--- src/node_cfg.svh ---
// constants for the canopen node: identifiers, node states, protocol codes, timing
// assumes a 100 MHz system clock and 11-bit base-format identifiers
`ifndef NODE_CFG_SVH
`define NODE_CFG_SVH

`define CLK_KHZ 100000
`define TQ_PER_BIT 10
`define RATE_125K 125
`define RATE_250K 250
`define RATE_500K 500
`define RATE_1000K 1000
`define HB_PERIOD_MS 1000

`define SW_RATE_LSB 0
`define SW_ID_LSB 2

`define COB_NMT 11'h000
`define COB_EMCY 11'h080
`define COB_SDO_TX 11'h580
`define COB_SDO_RX 11'h600
`define COB_HB 11'h700

`define ST_BOOT 8'h00
`define ST_STOPPED 8'h04
`define ST_OPER 8'h05
`define ST_PREOP 8'h7f

`define NMT_START 8'h01
`define NMT_STOP 8'h02
`define NMT_PREOP 8'h80
`define NMT_RESET_APP 8'h81
`define NMT_RESET_COMM 8'h82

`define CCS_DOWNLOAD 3'h1
`define CCS_UPLOAD 3'h2
`define SCS_DOWNLOAD_OK 8'h60
`define SCS_UPLOAD_4B 8'h43
`define SCS_ABORT 8'h80
`define ABORT_BAD_CMD 32'h05040001
`define EXPEDITED_BIT 1
`define DLC_FULL 4'h8
`define DLC_HB 4'h1

`endif

--- src/node_pkg.sv ---
// types shared by the canopen node modules
// assumes node_cfg.svh for the numeric constants
package node_pkg;

  typedef enum logic [2:0] {
    FSM_IDLE = 3'b000,
    FSM_OD = 3'b001,
    FSM_TX = 3'b010
  } fsm_t;

  typedef enum logic [1:0] {
    TXK_SDO = 2'b00,
    TXK_EMCY = 2'b01,
    TXK_HB = 2'b10
  } tx_kind_t;

  typedef struct packed {
    logic loaded;
    logic [5:0] node_id;
    logic [1:0] rate_sel;
  } cfg_state_t;

endpackage

--- src/node_cfg_if.sv ---
// carries the captured switch configuration from the decoder to the node
// assumes a single clock domain
`timescale 1ns/1ps
interface node_cfg_if;
  logic valid;
  logic [5:0] node_id;
  logic [1:0] rate_sel;
  modport src(output valid, output node_id, output rate_sel);
  modport dst(input valid, input node_id, input rate_sel);
endinterface

--- src/dip_config.sv ---
// decodes the eight-position configuration switch into bit rate and node id
// assumes switch inputs already synchronous to sys_clk; pin is low when pushed down
`timescale 1ns/1ps
`include "node_cfg.svh"
module dip_config (
  input wire logic sys_clk,
  input wire logic rst,
  input wire logic [7:0] dip_sw_n,
  node_cfg_if.src cfg
);
  node_pkg::cfg_state_t state_r;
  node_pkg::cfg_state_t state_nxt;
  logic [7:0] sw_down;

  assign sw_down = ~dip_sw_n; // down reads as one [RULE3]

  // captured once after reset release, later switch moves are ignored
  always_comb begin
    state_nxt = state_r;
    if (!state_r.loaded) begin // [RULE7]
      state_nxt.loaded = 1'b1;
      // position 1 is the high bit of the rate code
      state_nxt.rate_sel = {sw_down[`SW_RATE_LSB], sw_down[`SW_RATE_LSB + 1]}; // [RULE1]
      // position 3 is the high bit of the id
      state_nxt.node_id = {sw_down[`SW_ID_LSB], sw_down[`SW_ID_LSB + 1],
                           sw_down[`SW_ID_LSB + 2], sw_down[`SW_ID_LSB + 3],
                           sw_down[`SW_ID_LSB + 4], sw_down[`SW_ID_LSB + 5]}; // [RULE2]
    end
  end

  always_ff @(posedge sys_clk or posedge rst) begin
    if (rst) begin
      state_r <= '0;
    end else begin
      state_r <= state_nxt;
    end
  end

  assign cfg.valid = state_r.loaded;
  assign cfg.node_id = state_r.node_id;
  assign cfg.rate_sel = state_r.rate_sel;
endmodule

--- src/canopen_node.sv ---
// canopen slave node logic: network management, heartbeat, emergency, expedited sdo
// assumes an external can controller moving whole frames; object dictionary outside
// Notes on behaviour
// (RULE1) switch positions 1-2 pick the bit rate
// (RULE2) positions 3-8 give six-bit node id
// (RULE3) switch down reads one, up zero
// (RULE4) heartbeat with node state sent periodically
// (RULE5) error event sends an emergency message
// (RULE6) sdo expedited only, four bytes maximum
// (RULE7) configuration latched at reset, then frozen
`timescale 1ns/1ps
`include "node_cfg.svh"
module canopen_node #(
  parameter int HB_CYCLES = `HB_PERIOD_MS * `CLK_KHZ
) (
  input wire logic sys_clk,
  input wire logic rst,
  input wire logic [7:0] dip_sw_n,
  output logic [5:0] node_id,
  output logic [1:0] bit_rate_sel,
  output logic [7:0] bit_div,
  output logic [7:0] nmt_state,
  input wire logic rx_valid,
  output logic rx_ready,
  input wire logic [10:0] rx_id,
  input wire logic [3:0] rx_dlc,
  input wire logic [63:0] rx_data,
  output logic tx_valid,
  input wire logic tx_ready,
  output logic [10:0] tx_id,
  output logic [3:0] tx_dlc,
  output logic [63:0] tx_data,
  input wire logic err_event,
  input wire logic [15:0] err_code,
  input wire logic [7:0] err_reg,
  output logic od_req,
  output logic od_write,
  output logic [15:0] od_index,
  output logic [7:0] od_sub,
  output logic [31:0] od_wdata,
  input wire logic od_ack,
  input wire logic od_fail,
  input wire logic [31:0] od_rdata
);
  typedef struct packed {
    node_pkg::fsm_t fsm;
    node_pkg::tx_kind_t kind;
    logic [7:0] nmt;
    logic [31:0] hb_cnt;
    logic hb_pend;
    logic emcy_pend;
    logic [15:0] emcy_code;
    logic [7:0] emcy_reg;
    logic od_write;
    logic [15:0] od_index;
    logic [7:0] od_sub;
    logic [31:0] od_wdata;
    logic [10:0] tx_id;
    logic [3:0] tx_dlc;
    logic [63:0] tx_data;
    logic [7:0] bit_div;
  } node_state_t;

  node_state_t state_r;
  node_state_t state_nxt;
  node_cfg_if cfg_bus();

  dip_config u_cfg (
    .sys_clk(sys_clk),
    .rst(rst),
    .dip_sw_n(dip_sw_n),
    .cfg(cfg_bus)
  );

  // timing divider per bit rate code, 10 time quanta per bit
  function automatic logic [7:0] rate_div(input logic [1:0] sel);
    int kbps;
    case (sel)
      2'h0: kbps = `RATE_125K;
      2'h1: kbps = `RATE_250K;
      2'h2: kbps = `RATE_500K;
      default: kbps = `RATE_1000K;
    endcase
    rate_div = 8'(`CLK_KHZ / (kbps * `TQ_PER_BIT)); // [RULE1]
  endfunction

  function automatic logic [10:0] cob(input logic [10:0] base, input logic [5:0] id);
    cob = base + {5'h00, id};
  endfunction

  function automatic logic [63:0] sdo_frame(input logic [7:0] cmd, input logic [15:0] idx,
                                            input logic [7:0] sub, input logic [31:0] val);
    sdo_frame = {val, sub, idx[15:8], idx[7:0], cmd};
  endfunction

  logic [2:0] rx_ccs;
  logic rx_is_nmt;
  logic rx_is_sdo;
  logic nmt_for_me;

  assign rx_ccs = rx_data[7:5];
  assign rx_is_nmt = (rx_id == `COB_NMT) && (rx_dlc >= 4'h2);
  assign rx_is_sdo = (rx_id == cob(`COB_SDO_RX, cfg_bus.node_id)) && (rx_dlc == `DLC_FULL);
  assign nmt_for_me = (rx_data[15:8] == 8'h00) || (rx_data[15:8] == {2'h0, cfg_bus.node_id});

  always_comb begin
    state_nxt = state_r;
    state_nxt.bit_div = rate_div(cfg_bus.rate_sel);
    // heartbeat timer runs in every state but boot-up
    if (state_r.nmt != `ST_BOOT) begin
      if (state_r.hb_cnt >= 32'(HB_CYCLES - 1)) begin
        state_nxt.hb_cnt = '0;
        state_nxt.hb_pend = 1'b1; // [RULE4]
      end else begin
        state_nxt.hb_cnt = state_r.hb_cnt + 32'h1;
      end
    end
    case (state_r.fsm)
      node_pkg::FSM_IDLE: begin
        if (!cfg_bus.valid) begin
          state_nxt.fsm = node_pkg::FSM_IDLE;
        end else if (rx_valid && rx_is_nmt) begin
          if (nmt_for_me) begin
            case (rx_data[7:0])
              `NMT_START: state_nxt.nmt = `ST_OPER;
              `NMT_STOP: state_nxt.nmt = `ST_STOPPED;
              `NMT_PREOP: state_nxt.nmt = `ST_PREOP;
              `NMT_RESET_APP, `NMT_RESET_COMM: begin
                state_nxt.nmt = `ST_BOOT;
                state_nxt.hb_pend = 1'b1;
                state_nxt.hb_cnt = '0;
              end
              default: state_nxt.nmt = state_r.nmt;
            endcase
          end
        end else if (rx_valid && rx_is_sdo && state_r.nmt != `ST_STOPPED &&
                     state_r.nmt != `ST_BOOT) begin
          state_nxt.od_index = rx_data[23:8];
          state_nxt.od_sub = rx_data[31:24];
          state_nxt.od_wdata = rx_data[63:32];
          // segmented and block requests are refused with an abort
          if (rx_ccs == `CCS_DOWNLOAD && rx_data[`EXPEDITED_BIT]) begin // [RULE6]
            state_nxt.od_write = 1'b1;
            state_nxt.fsm = node_pkg::FSM_OD;
          end else if (rx_ccs == `CCS_UPLOAD) begin
            state_nxt.od_write = 1'b0;
            state_nxt.fsm = node_pkg::FSM_OD;
          end else begin
            state_nxt.tx_id = cob(`COB_SDO_TX, cfg_bus.node_id);
            state_nxt.tx_dlc = `DLC_FULL;
            state_nxt.tx_data = sdo_frame(`SCS_ABORT, rx_data[23:8], rx_data[31:24],
                                          `ABORT_BAD_CMD); // [RULE6]
            state_nxt.kind = node_pkg::TXK_SDO;
            state_nxt.fsm = node_pkg::FSM_TX;
          end
        end else if (state_r.emcy_pend) begin
          state_nxt.tx_id = cob(`COB_EMCY, cfg_bus.node_id);
          state_nxt.tx_dlc = `DLC_FULL;
          state_nxt.tx_data = {40'h0, state_r.emcy_reg, state_r.emcy_code}; // [RULE5]
          state_nxt.kind = node_pkg::TXK_EMCY;
          state_nxt.fsm = node_pkg::FSM_TX;
        end else if (state_r.hb_pend) begin
          state_nxt.tx_id = cob(`COB_HB, cfg_bus.node_id);
          state_nxt.tx_dlc = `DLC_HB;
          state_nxt.tx_data = {56'h0, state_r.nmt}; // [RULE4]
          state_nxt.kind = node_pkg::TXK_HB;
          state_nxt.fsm = node_pkg::FSM_TX;
        end
      end
      node_pkg::FSM_OD: begin
        if (od_ack) begin
          state_nxt.tx_id = cob(`COB_SDO_TX, cfg_bus.node_id);
          state_nxt.tx_dlc = `DLC_FULL;
          state_nxt.kind = node_pkg::TXK_SDO;
          state_nxt.fsm = node_pkg::FSM_TX;
          if (od_fail) begin
            state_nxt.tx_data = sdo_frame(`SCS_ABORT, state_r.od_index, state_r.od_sub,
                                          `ABORT_BAD_CMD);
          end else if (state_r.od_write) begin
            state_nxt.tx_data = sdo_frame(`SCS_DOWNLOAD_OK, state_r.od_index,
                                          state_r.od_sub, 32'h0);
          end else begin
            state_nxt.tx_data = sdo_frame(`SCS_UPLOAD_4B, state_r.od_index,
                                          state_r.od_sub, od_rdata); // [RULE6]
          end
        end
      end
      node_pkg::FSM_TX: begin
        if (tx_ready) begin
          state_nxt.fsm = node_pkg::FSM_IDLE;
          if (state_r.kind == node_pkg::TXK_EMCY) begin
            state_nxt.emcy_pend = 1'b0;
          end
          if (state_r.kind == node_pkg::TXK_HB) begin
            state_nxt.hb_pend = 1'b0;
            // boot-up message done, enter pre-operational
            if (state_r.nmt == `ST_BOOT) begin
              state_nxt.nmt = `ST_PREOP;
            end
          end
        end
      end
      default: state_nxt.fsm = node_pkg::FSM_IDLE;
    endcase
    // a new error wins over the clear of the pending flag; latest code kept
    if (err_event) begin
      state_nxt.emcy_pend = 1'b1; // [RULE5]
      state_nxt.emcy_code = err_code;
      state_nxt.emcy_reg = err_reg;
    end
    // a timer expiry in the same cycle as a send keeps the next beat pending
    if (state_r.nmt != `ST_BOOT && state_r.hb_cnt >= 32'(HB_CYCLES - 1)) begin
      state_nxt.hb_pend = 1'b1;
    end
  end

  always_ff @(posedge sys_clk or posedge rst) begin
    if (rst) begin
      state_r <= '0;
      state_r.hb_pend <= 1'b1;
      state_r.nmt <= `ST_BOOT;
    end else begin
      state_r <= state_nxt;
    end
  end

  assign rx_ready = (state_r.fsm == node_pkg::FSM_IDLE) && cfg_bus.valid;
  assign tx_valid = (state_r.fsm == node_pkg::FSM_TX);
  assign tx_id = state_r.tx_id;
  assign tx_dlc = state_r.tx_dlc;
  assign tx_data = state_r.tx_data;
  assign od_req = (state_r.fsm == node_pkg::FSM_OD);
  assign od_write = state_r.od_write;
  assign od_index = state_r.od_index;
  assign od_sub = state_r.od_sub;
  assign od_wdata = state_r.od_wdata;
  assign nmt_state = state_r.nmt;
  assign bit_div = state_r.bit_div;
  assign node_id = cfg_bus.node_id; // [RULE2]
  assign bit_rate_sel = cfg_bus.rate_sel; // [RULE1]
endmodule

--- config.mk ---
export PLATFORM = sky130hd
export DESIGN_NAME = canopen_node
export DESIGN_NICKNAME = d
export VERILOG_FILES = /design/src/node_pkg.sv /design/src/node_cfg_if.sv /design/src/dip_config.sv /design/src/canopen_node.sv
export VERILOG_INCLUDE_DIRS = /design/src
export SDC_FILE = /design/constraint.sdc
export NUM_CORES = 1
export LEC_CHECK = 0
export ABC_AREA = 1
export BUFFER_PORTS_ARGS = -buffer_cell sky130_fd_sc_hd__buf_4
export CAP_MARGIN = 25
export CORE_UTILIZATION = 40
export DETAILED_ROUTE_END_ITERATION = 10
export PLACE_DENSITY_LB_ADDON = 0.3
export SLEW_MARGIN = 5
export SYNTH_ARGS = -nofsm -noshare
export SYNTH_HDL_FRONTEND = slang
export SYNTH_SLANG_ARGS = --single-unit
--- constraint.sdc ---
create_clock -name sys_clk -period 39.7 [get_ports sys_clk]
set_input_delay 3.97 -clock sys_clk [delete_from_list [all_inputs] [get_ports sys_clk]]
set_output_delay 3.97 -clock sys_clk [all_outputs]
set_load 0.05 [all_outputs]
**After elaboration in Yosys (flattened, before gate mapping)**

Cells that the tools add are included.

- Output and inout port bits: 163
- Flip-flop bits (word level): 224

- Divide/modulo/power cells: 1
- Bitwise logic cells: 2
- $lt $le $gt $ge: 2
- Reductions and logical operators: 29
- Multiply operators: 1
- Add/subtract/negate cells: 5
- Equality and inequality tests: 31
- Mux-type cells: 47

Operator list:

| cell | count |
|---|---|
| two-way mux 79 bit | 8 |
| one-hot mux 79 bit (2 select lines) | 1 |
| two-way mux 64 bit | 2 |
| two-way mux 41 bit | 2 |
| two-way mux 33 bit | 2 |
| two-way mux 32 bit | 2 |
| two-way mux 43 bit | 1 |
| adder 32 x 1 -> 32 bit, second input constant | 1 |
| divider 18 x 32 -> 32 bit, first input constant | 1 |
| >= comparator 32 x 27 -> 1 bit, second input constant | 1 |
| multiplier 32 x 4 -> 31 bit, second input constant | 1 |
| one-hot mux 8 bit (4 select lines) | 1 |
| one-hot mux 10 bit (3 select lines) | 1 |
| two-way mux 25 bit | 1 |
| two-way mux 5 bit | 5 |
| equality test 8 bit, second input constant | 3 |
| two-way mux 8 bit | 3 |
| logical NOT 8 bit | 2 |
| one-hot mux 8 bit (2 select lines) | 1 |
| nonzero test 2 bit | 6 |
| adder 10 x 7 -> 11 bit, first input constant | 1 |
| adder 11 x 6 -> 11 bit, first input constant | 1 |
| equality test 11 bit | 1 |
| logical NOT 11 bit | 1 |
| other kinds (37) | 69 |

**Longest topological paths before layout**

Gate-level depths: netlist of the first run.

- Depth after elaboration: 11
- Gate-level depth with buffers: 221
- Gate-level depth less buffers: 211

**Hierarchy**

A second synthesis of the first run with hierarchy kept.

- Cell total of the unflattened synthesis: 3081
- Area total of the unflattened synthesis: 20799.9 sq um

By module, submodules not included:

| module | seq. area each (sq um) | cells each | times used | area each (sq um) |
|---|---|---|---|---|
| canopen_node | 5081.1 | 3053 | 1 | 20485.9 |
| dip_config | 225.2 | 28 | 1 | 314.1 |

**Worst setup path before layout of the first run**

Ideal clock, no wire load.

- Path kind: register -> register
- From: register u_cfg.state_r, in the netlist u_cfg.cfg.rate_sel[0]
- To: register state_r, in the netlist bit_div[0]
- Path buffers: 13
- Arrival: 21631 ps
- Period minus slack after synthesis: 21757 ps
- Setup slack: 17943 ps
- Stages on the path, launching flop included: 204
- Setup time: 126 ps
- Cells stage by stage: dfrtp_1 inv_1 ha_1 clkbuf_8 inv_1 buf_6 buf_6 buf_6 ha_1 nand2_1 nand2_1 nand2_1 nand3_2 o21ai_0 ha_1 nand2_1 nand2_1 nand2_1 [168 not listed] nor2_2 nand2_1 nand2_1 nand2_1 a21oi_1 nand3_1 xor2_1 nand2_1 nor2_4 inv_1 nor2_1 nand2_1 nand2_1 nand2_1 nand2_1 nand2_1 nand2_1 nand2_1

RTL lines:

| element | line | RTL |
|---|---|---|
| from (decl) | dip_config.sv:11 | `node_pkg::cfg_state_t state_r;` |
| from (signal assigned) | dip_config.sv:35 | `state_r <= state_nxt;` |
| to (signal assigned) | canopen_node.sv:223 | `state_r <= state_nxt;` |
| to (decl) | canopen_node.sv:64 | `node_state_t state_r;` |

==> results.json, run 1 <==
{
  "vias": 20056,
  "drt_iter0_markers": 1767,
  "pin_count": 313,
  "finalWirelength_mm": 68.2,
  "grt_pass1_vias": 18768,
  "viasPerCell": 5.23,
  "cts_resized": 0,
  "irDropWorstVdd_uv": 33.4,
  "fmax_mhz": 38.5,
  "firstDrtPassIters": 6,
  "end_kind": "flop",
  "cp.arrival_ps": 26350,
  "grt_max_degree": 100,
  "powerDensity_mw_per_mm2": 57.0,
  "coreArea_mm2": 0.0491,
  "die_area_mm2": 0.0507,
  "final_common_cell": "nand2_1",
  "status": "completed",
  "final-max-slew-violation-count": 0,
  "net-switching-power_mw": 0.666,
  "worst_pin_slew_ps": 1020,
  "cts_tree": "built",
  "timing.critical_path.mode_cell": "nand2_1",
  "min_period_over_period_pct": 65.3,
  "io_buffers": 308,
  "routedWlPerCell_um": 17.8,
  "initial_core_util_pct": 40.6,
  "grt_pass1_wl_mm": 106,
  "cts-buffers-inserted": 24,
  "fin_skew_ps": 26.0,
  "die_h_um": 225,
  "seq_power_share_pct": 20.8,
  "cp_slowest_cell": "ha_2",
  "rows": 81,
  "post_cts_buffers": 0,
  "critPathMaxStageDelay_ps": 770,
  "hold_buffers": 0,
  "syn_inst": 3043,
  "min_path_type": "flop to flop",
  "drc": 0,
  "syn_area_per_cell_um2": 6.55,
  "yosys_warnings": 0,
  "hpwl_mm": 50.6,
  "worstPathRequired_ps": 40110,
  "start_kind": "flop",
  "p_sw_share_pct": 52.2,
  "clockPowerShare_pct": 19.3,
  "crit_type": "flop to flop",
  "async_flop_share_pct": 100,
  "clk_path_buf_depth": 3,
  "intPower_mw": 0.609,
  "synth_edf_count": 0,
  "hold_viol": 0,
  "rr_worst_depth": 186,
  "synth_seq_cells": 212,
  "leakage_nw": 11.8,
  "whs_ps": 471,
  "synth_cell_types": 68,
  "hold_depth": 2,
  "cts_sinks": 212,
  "grt_antenna_before_repair": 3,
  "seq_area_frac_synth_pct": 26.6,
  "clk_latency_ps": 540,
  "relSlewSlack_pct": 31.4,
  "synthFlopType": "dfrtp_1",
  "cap_viol_max_count": 0,
  "clk_pin_slew_ps": 70,
  "p_comb_share_pct": 59.9,
  "gr-total-overflow": 0,
  "globalplace.congestion": 0.970,
  "n_fill_cell": 5228,
  "drive_above_1_share_pct": 19.4,
  "finalSetupViolCount": 0,
  "rsz0062_at_grt": "false",
  "die_w_um": 225,
  "nNetsFinal": 3351,
  "fin_util_pct": 45.6,
  "critPathMaxFanout": 35,
  "mostFrequentLayoutCells": "963 x nand2_1, 339 x buf_4, 316 x inv_1",
  "netlist_area_mm2": 0.0199,
  "htree_levels": 1,
  "min_period_ps": 25940,
  "ant_nets": 0,
  "power_mw": 1.27,
  "grt_use_total_pct": 26.6,
  "setup_tns_ps": 0,
  "cts-root-buf": "clkbuf_16",
  "syn_to_final_growth_pct": 12.2
}
-- critical path, delay by kind of cell (launching register included) --
family | cells | cell delay [ps]
AND/OR/NAND/NOR | 117 | 12300
buffers and inverters | 32 | 3880
flip-flops | 1 | 460
adder cells (fa/ha/maj) | 17 | 5300
AO/OA/AOI/OAI | 20 | 3800
-- power groups by stage --
stage / combinational [mW] / clock, mW / sequential (mW)
finish: 0.763 / 0.246 / 0.266
floorplan: 0.591 / 0 / 0.263
global placement: 0.754 / 0 / 0.268
detailed placement: 0.752 / 0 / 0.269
global route: 0.830 / 0.260 / 0.269
CTS: 0.754 / 0.251 / 0.266
-- per-layer routing --
metal	part of all wire, %	track usage (%)
met4	3.3	9.13
met1	43	35.2
met3	8.0	3.81
met5	0.018	0
met2	46	44.1
-- metrics by stage --
step | instance area [um2] | std cells | worst slack [ps]
6_report | 22400 | 3832 | 13760
5_1_grt | 22400 | 3832 | 10860
4_1_cts | 22300 | 3828 | 14170
3_5_place_dp | 21400 | 3784 | 14260
3_3_place_gp | 21400 | 3784 | 14860
2_1_floorplan | 19900 | 3046 | 17940
-- sequential cells by signal (all words and copies together), names as in the netlist --
register	count
tx_id	9
nmt_state	3
u_cfg.cfg.rate_sel	2
od_wdata	32
od_index	16
u_cfg.cfg.valid	1
bit_div	8
u_cfg.cfg.node_id	6
state_r	62
od_write	1
tx_data	64
od_sub	8
-- cells in the mapped netlist (all sizes together) (39+ instances only) --
| master | count | area [um2] |
|---|---|---|
| buf | 212 | 1670 |
| dfrtp | 211 | 5280 |
| nor3 | 39 | 221 |
| nand2 | 1034 | 4120 |
| a21oi | 60 | 357 |
| nand3 | 260 | 1560 |
| inv | 348 | 1310 |
| ha | 53 | 663 |
| o21ai | 228 | 1170 |
| nand4 | 97 | 613 |
| clkbuf | 53 | 269 |
| nor2 | 235 | 981 |
-- cells by family after synthesis --
family	count (synthesis)	synth area share, %
compound gates	348	10.1
xor+xnor	38	1.67
fa+ha+maj	53	3.33
buf+inv	630	16.6
flops	212	26.6
mux	32	1.81
other cells	2	0.0377
simple gates	1728	39.7
-- worst paths after layout --
path                                  startpoint            to  slack (ps)
setup / recovery           u_cfg.cfg.rate_sel[1]    bit_div[0]       13760
hold / removal                      state_r[158]  state_r[158]         470
setup reg to reg           u_cfg.cfg.rate_sel[1]    bit_div[0]       13760
hold reg to reg                     state_r[158]  state_r[158]         470
max in group asynchronous                    rst  state_r[192]       34070
min in group asynchronous                    rst  od_wdata[16]        3490
-- final cells by class --
type                    count  area, um2  share of cell area (%)
multi-input cells        2204      11300                    50.7
flip-flops and latches    212       5310                    23.7
repair buffers            341       2600                    11.6
inverters                 365       1390                    6.21
well taps                 664        831                    3.72
clock buffers              32        701                    3.13
clock inverters            12        185                   0.828
diodes                      2       5.00                  0.0224
Note: power is estimated with default switching activity, not from simulation.
==> run 2, diff against run 1 <==
--- a/config.mk
+++ b/config.mk
@@ -6,7 +6,7 @@
 export SDC_FILE = /design/constraint.sdc
 export NUM_CORES = 1
 export LEC_CHECK = 0
-export ABC_AREA = 1
+export ABC_AREA = 0
 export BUFFER_PORTS_ARGS = -buffer_cell sky130_fd_sc_hd__buf_4
 export CAP_MARGIN = 25
 export CORE_UTILIZATION = 40
==> constraint.sdc (replaced) <==
create_clock -name sys_clk -period 22.7 [get_ports sys_clk]
set_input_delay 2.27 -clock sys_clk [delete_from_list [all_inputs] [get_ports sys_clk]]
set_output_delay 2.27 -clock sys_clk [all_outputs]
set_load 0.05 [all_outputs]
==> results.json, run 2 <==
{
  "min_path_type": "flop to flop",
  "critPathMaxStageDelay_ps": 450,
  "drt_iter0_markers": 2520,
  "dp.cells": 4002,
  "end_kind": "flop",
  "initial_core_util_pct": 40.9,
  "cts-buffers-inserted": 24,
  "finalWirelength_mm": 93.7,
  "yosysTopAreaCell": "dfrtp_1",
  "syn_inst": 2734,
  "irDropWorstVdd_uv": 105,
  "critPathMaxFanout": 4,
  "clk_latency_ps": 530,
  "grt_pass1_vias": 24773,
  "synth_edf_count": 0,
  "cts_tree": "built",
  "die_w_um": 229,
  "synth_seq_cells": 212,
  "mostFrequentLayoutCells": "1023 x buf_4, 465 x nand2_1, 209 x dfrtp_1",
  "leakage_nw": 13.6,
  "cap_viol_max_count": 0,
  "clk_pin_slew_ps": 70,
  "yosys_warnings": 0,
  "min_period_over_period_pct": 111,
  "clockPowerShare_pct": 11.6,
  "coreArea_mm2": 0.0505,
  "synth_cell_types": 114,
  "p_comb_share_pct": 76.1,
  "io_buffers": 308,
  "worstPathRequired_ps": 23100,
  "crit_type": "flop to flop",
  "netlist_area_mm2": 0.0206,
  "syn_area_per_cell_um2": 7.55,
  "final-max-slew-violation-count": 0,
  "hold_buffers": 0,
  "grt_pass1_wl_mm": 144,
  "hold_depth": 2,
  "syn_to_final_growth_pct": 41.8,
  "viasPerCell": 5.97,
  "rsz0062_at_grt": "true",
  "status": "finished with violations",
  "fmax_mhz": 39.6,
  "setup_ws_ps": -2570,
  "rr_worst_depth": 152,
  "largest_reg_flops": 64,
  "die_h_um": 229,
  "ys_top_cells_by_area": "dfrtp_1 26%, nand2_1 8.7%, buf_4 6.9%",
  "timing.critical_path.mode_cell": "buf_4",
  "hpwl_mm": 69.4,
  "rows": 82,
  "drc": 0,
  "cp.arrival_ps": 25670,
  "routedWlPerCell_um": 22.5,
  "htree_levels": 1,
  "net-switching-power_mw": 1.64,
  "final_common_cell": "buf_4",
  "fin_cells": 4173,
  "firstDrtPassIters": 6,
  "grt_max_degree": 77,
  "fin_skew_ps": 29.4,
  "fin_util_pct": 58.0,
  "globalplace.congestion": 1.01,
  "async_flop_share_pct": 100,
  "gr-total-overflow": 0,
  "relSlewSlack_pct": 39.6,
  "vias": 24931,
  "min_period_ps": 25270,
  "grt_antenna_before_repair": 3,
  "pin_count": 313,
  "synthFlopType": "dfrtp_1",
  "synth_top_area_share_pct": 25.6,
  "nNetsFinal": 3683,
  "yosysMostFrequentCell": "nand2_1",
  "drive_above_1_share_pct": 38.8,
  "hold_viol": 0,
  "seq_area_frac_synth_pct": 25.7,
  "cts_sinks": 212,
  "synthTopCellsByCount": "476 x nand2_1, 221 x nor2_1, 211 x dfrtp_1",
  "ant_nets": 0,
  "grt_use_total_pct": 34.6,
  "violations": "setup timing",
  "cts-root-buf": "clkbuf_16",
  "die_area_mm2": 0.0525,
  "finalSetupViolCount": 2,
  "p_sw_share_pct": 46.5,
  "seq_power_share_pct": 12.3,
  "intPower_mw": 1.89,
  "worst_pin_slew_ps": 906,
  "powerDensity_mw_per_mm2": 121,
  "clk_path_buf_depth": 3,
  "start_kind": "flop",
  "cp_slowest_cell": "dfrtp_2"
}
-- run 2: cell count changes after synthesis, moves of 29 or more --
cell      previous run  this run
nand2_1            964       476
mux2i_1              0        58
o211ai_1             8        42
nand3_2             30         1
nand3_1            221       118
a31oi_1              4        53
nor3_1              35        80
and3_1               1        31
clkbuf_1            46        85
nand4_1             96        27
inv_1              317        49
a211oi_1             6        35
a21oi_1             53       149
nand2_2             58         2
-- run 2: per-layer routing --
metal	global-route usage, %	part of all wire, %	up-vias
met4	15.1	4.6	0
met2	55.6	45	1394
met3	6.29	9.1	313
li1	-	-	11329
met5	0	0	-
met1	45.3	41	11895
-- run 2: power by group through the flow --
stage               registers, mW  clock network [mW]  logic (mW)
floorplan                   0.432                   0        1.34
global placement            0.439                   0        2.46
detailed placement          0.441                   0        2.48
CTS                         0.434               0.416        2.60
global route                0.438               0.431        2.85
finish                      0.435               0.409        2.69
-- run 2: cells by family after synthesis --
logic type | share of synthesized area [%]
AOI/OAI and AO/OA | 25.7
other | 0.0364
buffers and inverters | 10.5
adders and majority gates | 3.21
muxes | 5.94
DFF | 25.7
xor gates and xnor gates | 2.93
and+or+nand+nor | 26.0
-- run 2: layout make-up --
| cell class | count | area, um2 |
|---|---|---|
| flip-flops and latches | 212 | 5310 |
| repair buffers | 1035 | 7870 |
| fillers | 4647 | 21200 |
| clock buffers | 34 | 698 |
| clock inverters | 10 | 144 |
| diodes | 3 | 7.51 |
| inverters | 53 | 214 |
| well taps | 672 | 841 |
| multi-input cells | 2154 | 14200 |
-- run 2: metrics by stage --
stage / hold WS [ps] / total power, mW / setup WS (ps) / instance area [um2] / setup TNS [ps]
2_1_floorplan: 440 / 1.77 / -4940 / 21400 / -9650
3_3_place_gp: 452 / 2.90 / -2060 / 26900 / -3950
3_5_place_dp: 460 / 2.92 / -2910 / 27000 / -5660
4_1_cts: 473 / 3.45 / -1930 / 29000 / -3830
5_1_grt: 487 / 3.72 / -3770 / 29300 / -7470
6_report: 472 / 3.53 / -2570 / 29300 / -5120
-- run 2: path summary, 6_finish.rpt --
path | startpoint | end | slack, ps
max | u_cfg.cfg.rate_sel[0] | bit_div[0] | -2570
min | od_wdata[12] | od_wdata[12] | 470
max reg2reg | u_cfg.cfg.rate_sel[0] | bit_div[0] | -2570
min reg2reg | od_wdata[12] | od_wdata[12] | 470
max in group asynchronous | rst | state_r[150] | 19610
min in group asynchronous | rst | state_r[152] | 1790
-- run 2: timing repair --
action                     in CTS  in global routing
buffers inserted              105                 18
cloned                          0                  0
gates resized for setup        70                 24
setup endpoints to repair       2                  2
pin swaps                      86                 29
-- run 2: critical path: cells and delay by family (launching register included) --
family	cells	cell delay (ps)
multiplexers	7	1250
flip-flops	1	450
AND/OR/NAND/NOR	41	5810
buffers and inverters	30	3590
AO/OA/AOI/OAI	57	10390
adder cells (fa/ha/maj)	17	3630
==> run 3, diff against run 2 <==
--- a/config.mk
+++ b/config.mk
@@ -15,4 +15,5 @@
 export SLEW_MARGIN = 5
 export SYNTH_ARGS = -nofsm -noshare
 export SYNTH_HDL_FRONTEND = slang
+export SYNTH_HIERARCHICAL = 1
 export SYNTH_SLANG_ARGS = --single-unit
==> results.json, run 3 <==
{
  "synthFlopType": "dfrtp_1",
  "seq_area_frac_synth_pct": 25.8,
  "cap_viol_max_count": 0,
  "powerDensity_mw_per_mm2": 117,
  "hold_depth": 2,
  "rsz0062_at_grt": "true",
  "min_period_over_period_pct": 114,
  "routedWlPerCell_um": 22.7,
  "placed_area_mm2": 0.0272,
  "leakage_nw": 13.7,
  "rr_worst_depth": 140,
  "yosysTopAreaCell": "dfrtp_1",
  "synth_seq_cells": 212,
  "syn_inst": 2633,
  "fmax_mhz": 38.5,
  "worstPathRequired_ps": 23080,
  "status": "finished with violations",
  "critPathMaxFanout": 6,
  "async_flop_share_pct": 100,
  "initial_core_util_pct": 40.8,
  "synth_edf_count": 0,
  "grt_pass1_vias": 24695,
  "min_period_ps": 25970,
  "clk_path_buf_depth": 3,
  "n_fill_cell": 4570,
  "hpwl_mm": 68.2,
  "rr_endpoint": "bit_div[0]",
  "final_area_mm2": 0.0293,
  "syn_area_per_cell_um2": 7.83,
  "start_kind": "flop",
  "yosysMostFrequentCell": "nand2_1",
  "cp.arrival_ps": 26350,
  "die_w_um": 229,
  "pin_count": 313,
  "die_area_mm2": 0.0524,
  "hold_viol": 0,
  "grt_max_degree": 129,
  "cts_tree": "built",
  "timing.critical_path.mode_cell": "a21oi_2",
  "regToRegStartpoint": "u_cfg/cfg.rate_sel[0]",
  "rows": 82,
  "io_buffers": 308,
  "end_kind": "flop",
  "drive_above_1_share_pct": 41.7,
  "grt_use_total_pct": 34.0,
  "final_common_cell": "buf_4",
  "largest_reg_flops": 64,
  "clk_pin_slew_ps": 70,
  "drt_iter0_markers": 2625,
  "ant_nets": 0,
  "clk_latency_ps": 540,
  "cp_slowest_cell": "dfrtp_2",
  "synth_top_area_share_pct": 25.6,
  "final-max-slew-violation-count": 0,
  "violations": "setup timing",
  "coreArea_mm2": 0.0505,
  "firstDrtPassIters": 6,
  "critical-path-top-delay-family": "compound AO/OA/AOI/OAI gates",
  "crit_type": "flop to flop",
  "htree_levels": 1,
  "netlist_area_mm2": 0.0206,
  "worst_pin_slew_ps": 951,
  "globalplace.congestion": 0.997,
  "vias": 24781,
  "irDropWorstVdd_uv": 135,
  "finalSetupViolCount": 2,
  "cts-buffers-inserted": 23,
  "hp-start": "tx_data[55]",
  "cts_sinks": 212,
  "ff2ff_setup_slack_ps": -3270,
  "die_h_um": 229,
  "path_buf_inv": 8,
  "viasPerCell": 6.08,
  "gr-total-overflow": 0,
  "critPathMaxStageDelay_ps": 440,
  "grt_pass1_wl_mm": 142,
  "ys_top_cells_by_area": "dfrtp_1 26%, nand2_1 6.4%, mux2_2 5.8%",
  "hold_path_end": "tx_data[55]",
  "yosys_warnings": 6,
  "finalWirelength_mm": 92.6,
  "fin_skew_ps": 17.8,
  "power_mw": 3.43,
  "synthTopCellsByCount": "349 x nand2_1, 232 x nor2_1, 211 x dfrtp_1",
  "min_path_type": "flop to flop",
  "setup_ws_ps": -3270,
  "mostFrequentLayoutCells": "1016 x buf_4, 340 x nand2_1, 217 x nor2_1",
  "cts-root-buf": "clkbuf_16",
  "grt_antenna_before_repair": 6,
  "nNetsFinal": 3583,
  "syn_to_final_growth_pct": 42.4,
  "synth_cell_types": 118,
  "drc": 0,
  "relSlewSlack_pct": 36.6
}
run 3: changes by cell type in the layout (fill, tap and decap cells not counted), moves of 8 or more:
cell,change
nand2_1,-125
o22ai_1,+8
a21oi_1,-12
nand3_1,-12
mux2_2,+51
nor2_1,+9
nor2b_1,-8
a211oi_1,-9
nor3_1,-20
run 3: repair_timing:
action	4_1_cts	5_1_grt
pin swaps	55	75
setup endpoints to repair	2	2
setup buffers	69	33
resized for setup	61	69
gates cloned	1	0
hold buffers	0	0
run 3: how the worst max path moves through the flow:
| stage | startpoint | endpoint | slack [ps] | cells after the start |
|---|---|---|---|---|
| floorplan | u_cfg/cfg.rate_sel[1] | bit_div[0] | -5670 | 162 |
| global placement | u_cfg/cfg.rate_sel[1] | bit_div[0] | -2650 | 146 |
| detailed placement | u_cfg/cfg.rate_sel[1] | bit_div[0] | -3650 | 144 |
| CTS | u_cfg/cfg.rate_sel[1] | bit_div[0] | -2480 | 147 |
| global route | u_cfg/cfg.rate_sel[0] | bit_div[0] | -4500 | 142 |
| finish | u_cfg/cfg.rate_sel[0] | bit_div[0] | -3270 | 140 |
run 3: worst reg2reg max path, delay by kind of cell (launching register included):
kind                     cells  cell delay [ps]
adder cells (fa/ha/maj)     18             4430
AO/OA/AOI/OAI               63            10870
flip-flops                   1              440
multiplexers                 5             1430
buffers and inverters        8              890
AND/OR/NAND/NOR             46             7750
run 3: stage by stage:
step                utilization (%)  hold WS, ps  TNS, ps  cells  setup WS, ps
finish                         58.1          469    -6070   4073         -3270
global route                   58.1          492    -8480   4073         -4500
CTS                            56.9          473    -4540   4035         -2480
detailed placement             53.8          458    -6810   3923         -3650
global placement               53.8          453    -4840   3922         -2650
floorplan                         -          440   -10780   2636         -5670
run 3: routing by layer:
layer / part of all wire, % / vias up / global-route usage, %
met3: 9.4 / 327 / 5.68
met5: 0.014 / - / 0
met1: 40 / 11943 / 44.1
met2: 46 / 1436 / 55.0
li1: - / 11073 / -
met4: 4.9 / 2 / 16.1
run 3: area by class of cell:
cell class | count | area, um2 | share of cell area [%]
multi-input combinational | 2066 | 14500 | 49.3
timing repair buffer | 1025 | 7750 | 26.4
sequential | 212 | 5310 | 18.1
tap | 672 | 841 | 2.87
clock buffer | 34 | 667 | 2.27
inverter | 51 | 219 | 0.746
clock inverter | 8 | 87.6 | 0.299
antenna | 5 | 12.5 | 0.0426
run 3: logic make-up after synthesis:
kind of cell / synth area share (%)
and+or+nand+nor: 23.4
AOI/OAI and AO/OA: 25.7
buffers and inverters: 9.49
DFF: 25.8
muxes: 9.04
xor gates and xnor gates: 3.23
adders and majority gates: 3.28
other: 0.0365
run 3: report_power, final:
group          total, mW  internal, mW  switching, mW  leakage (nW)
clock              0.375         0.217          0.158         0.375
combinational       2.61          1.18           1.43          10.5
sequential         0.449         0.414         0.0356          2.76
total               3.43          1.81           1.62          13.7
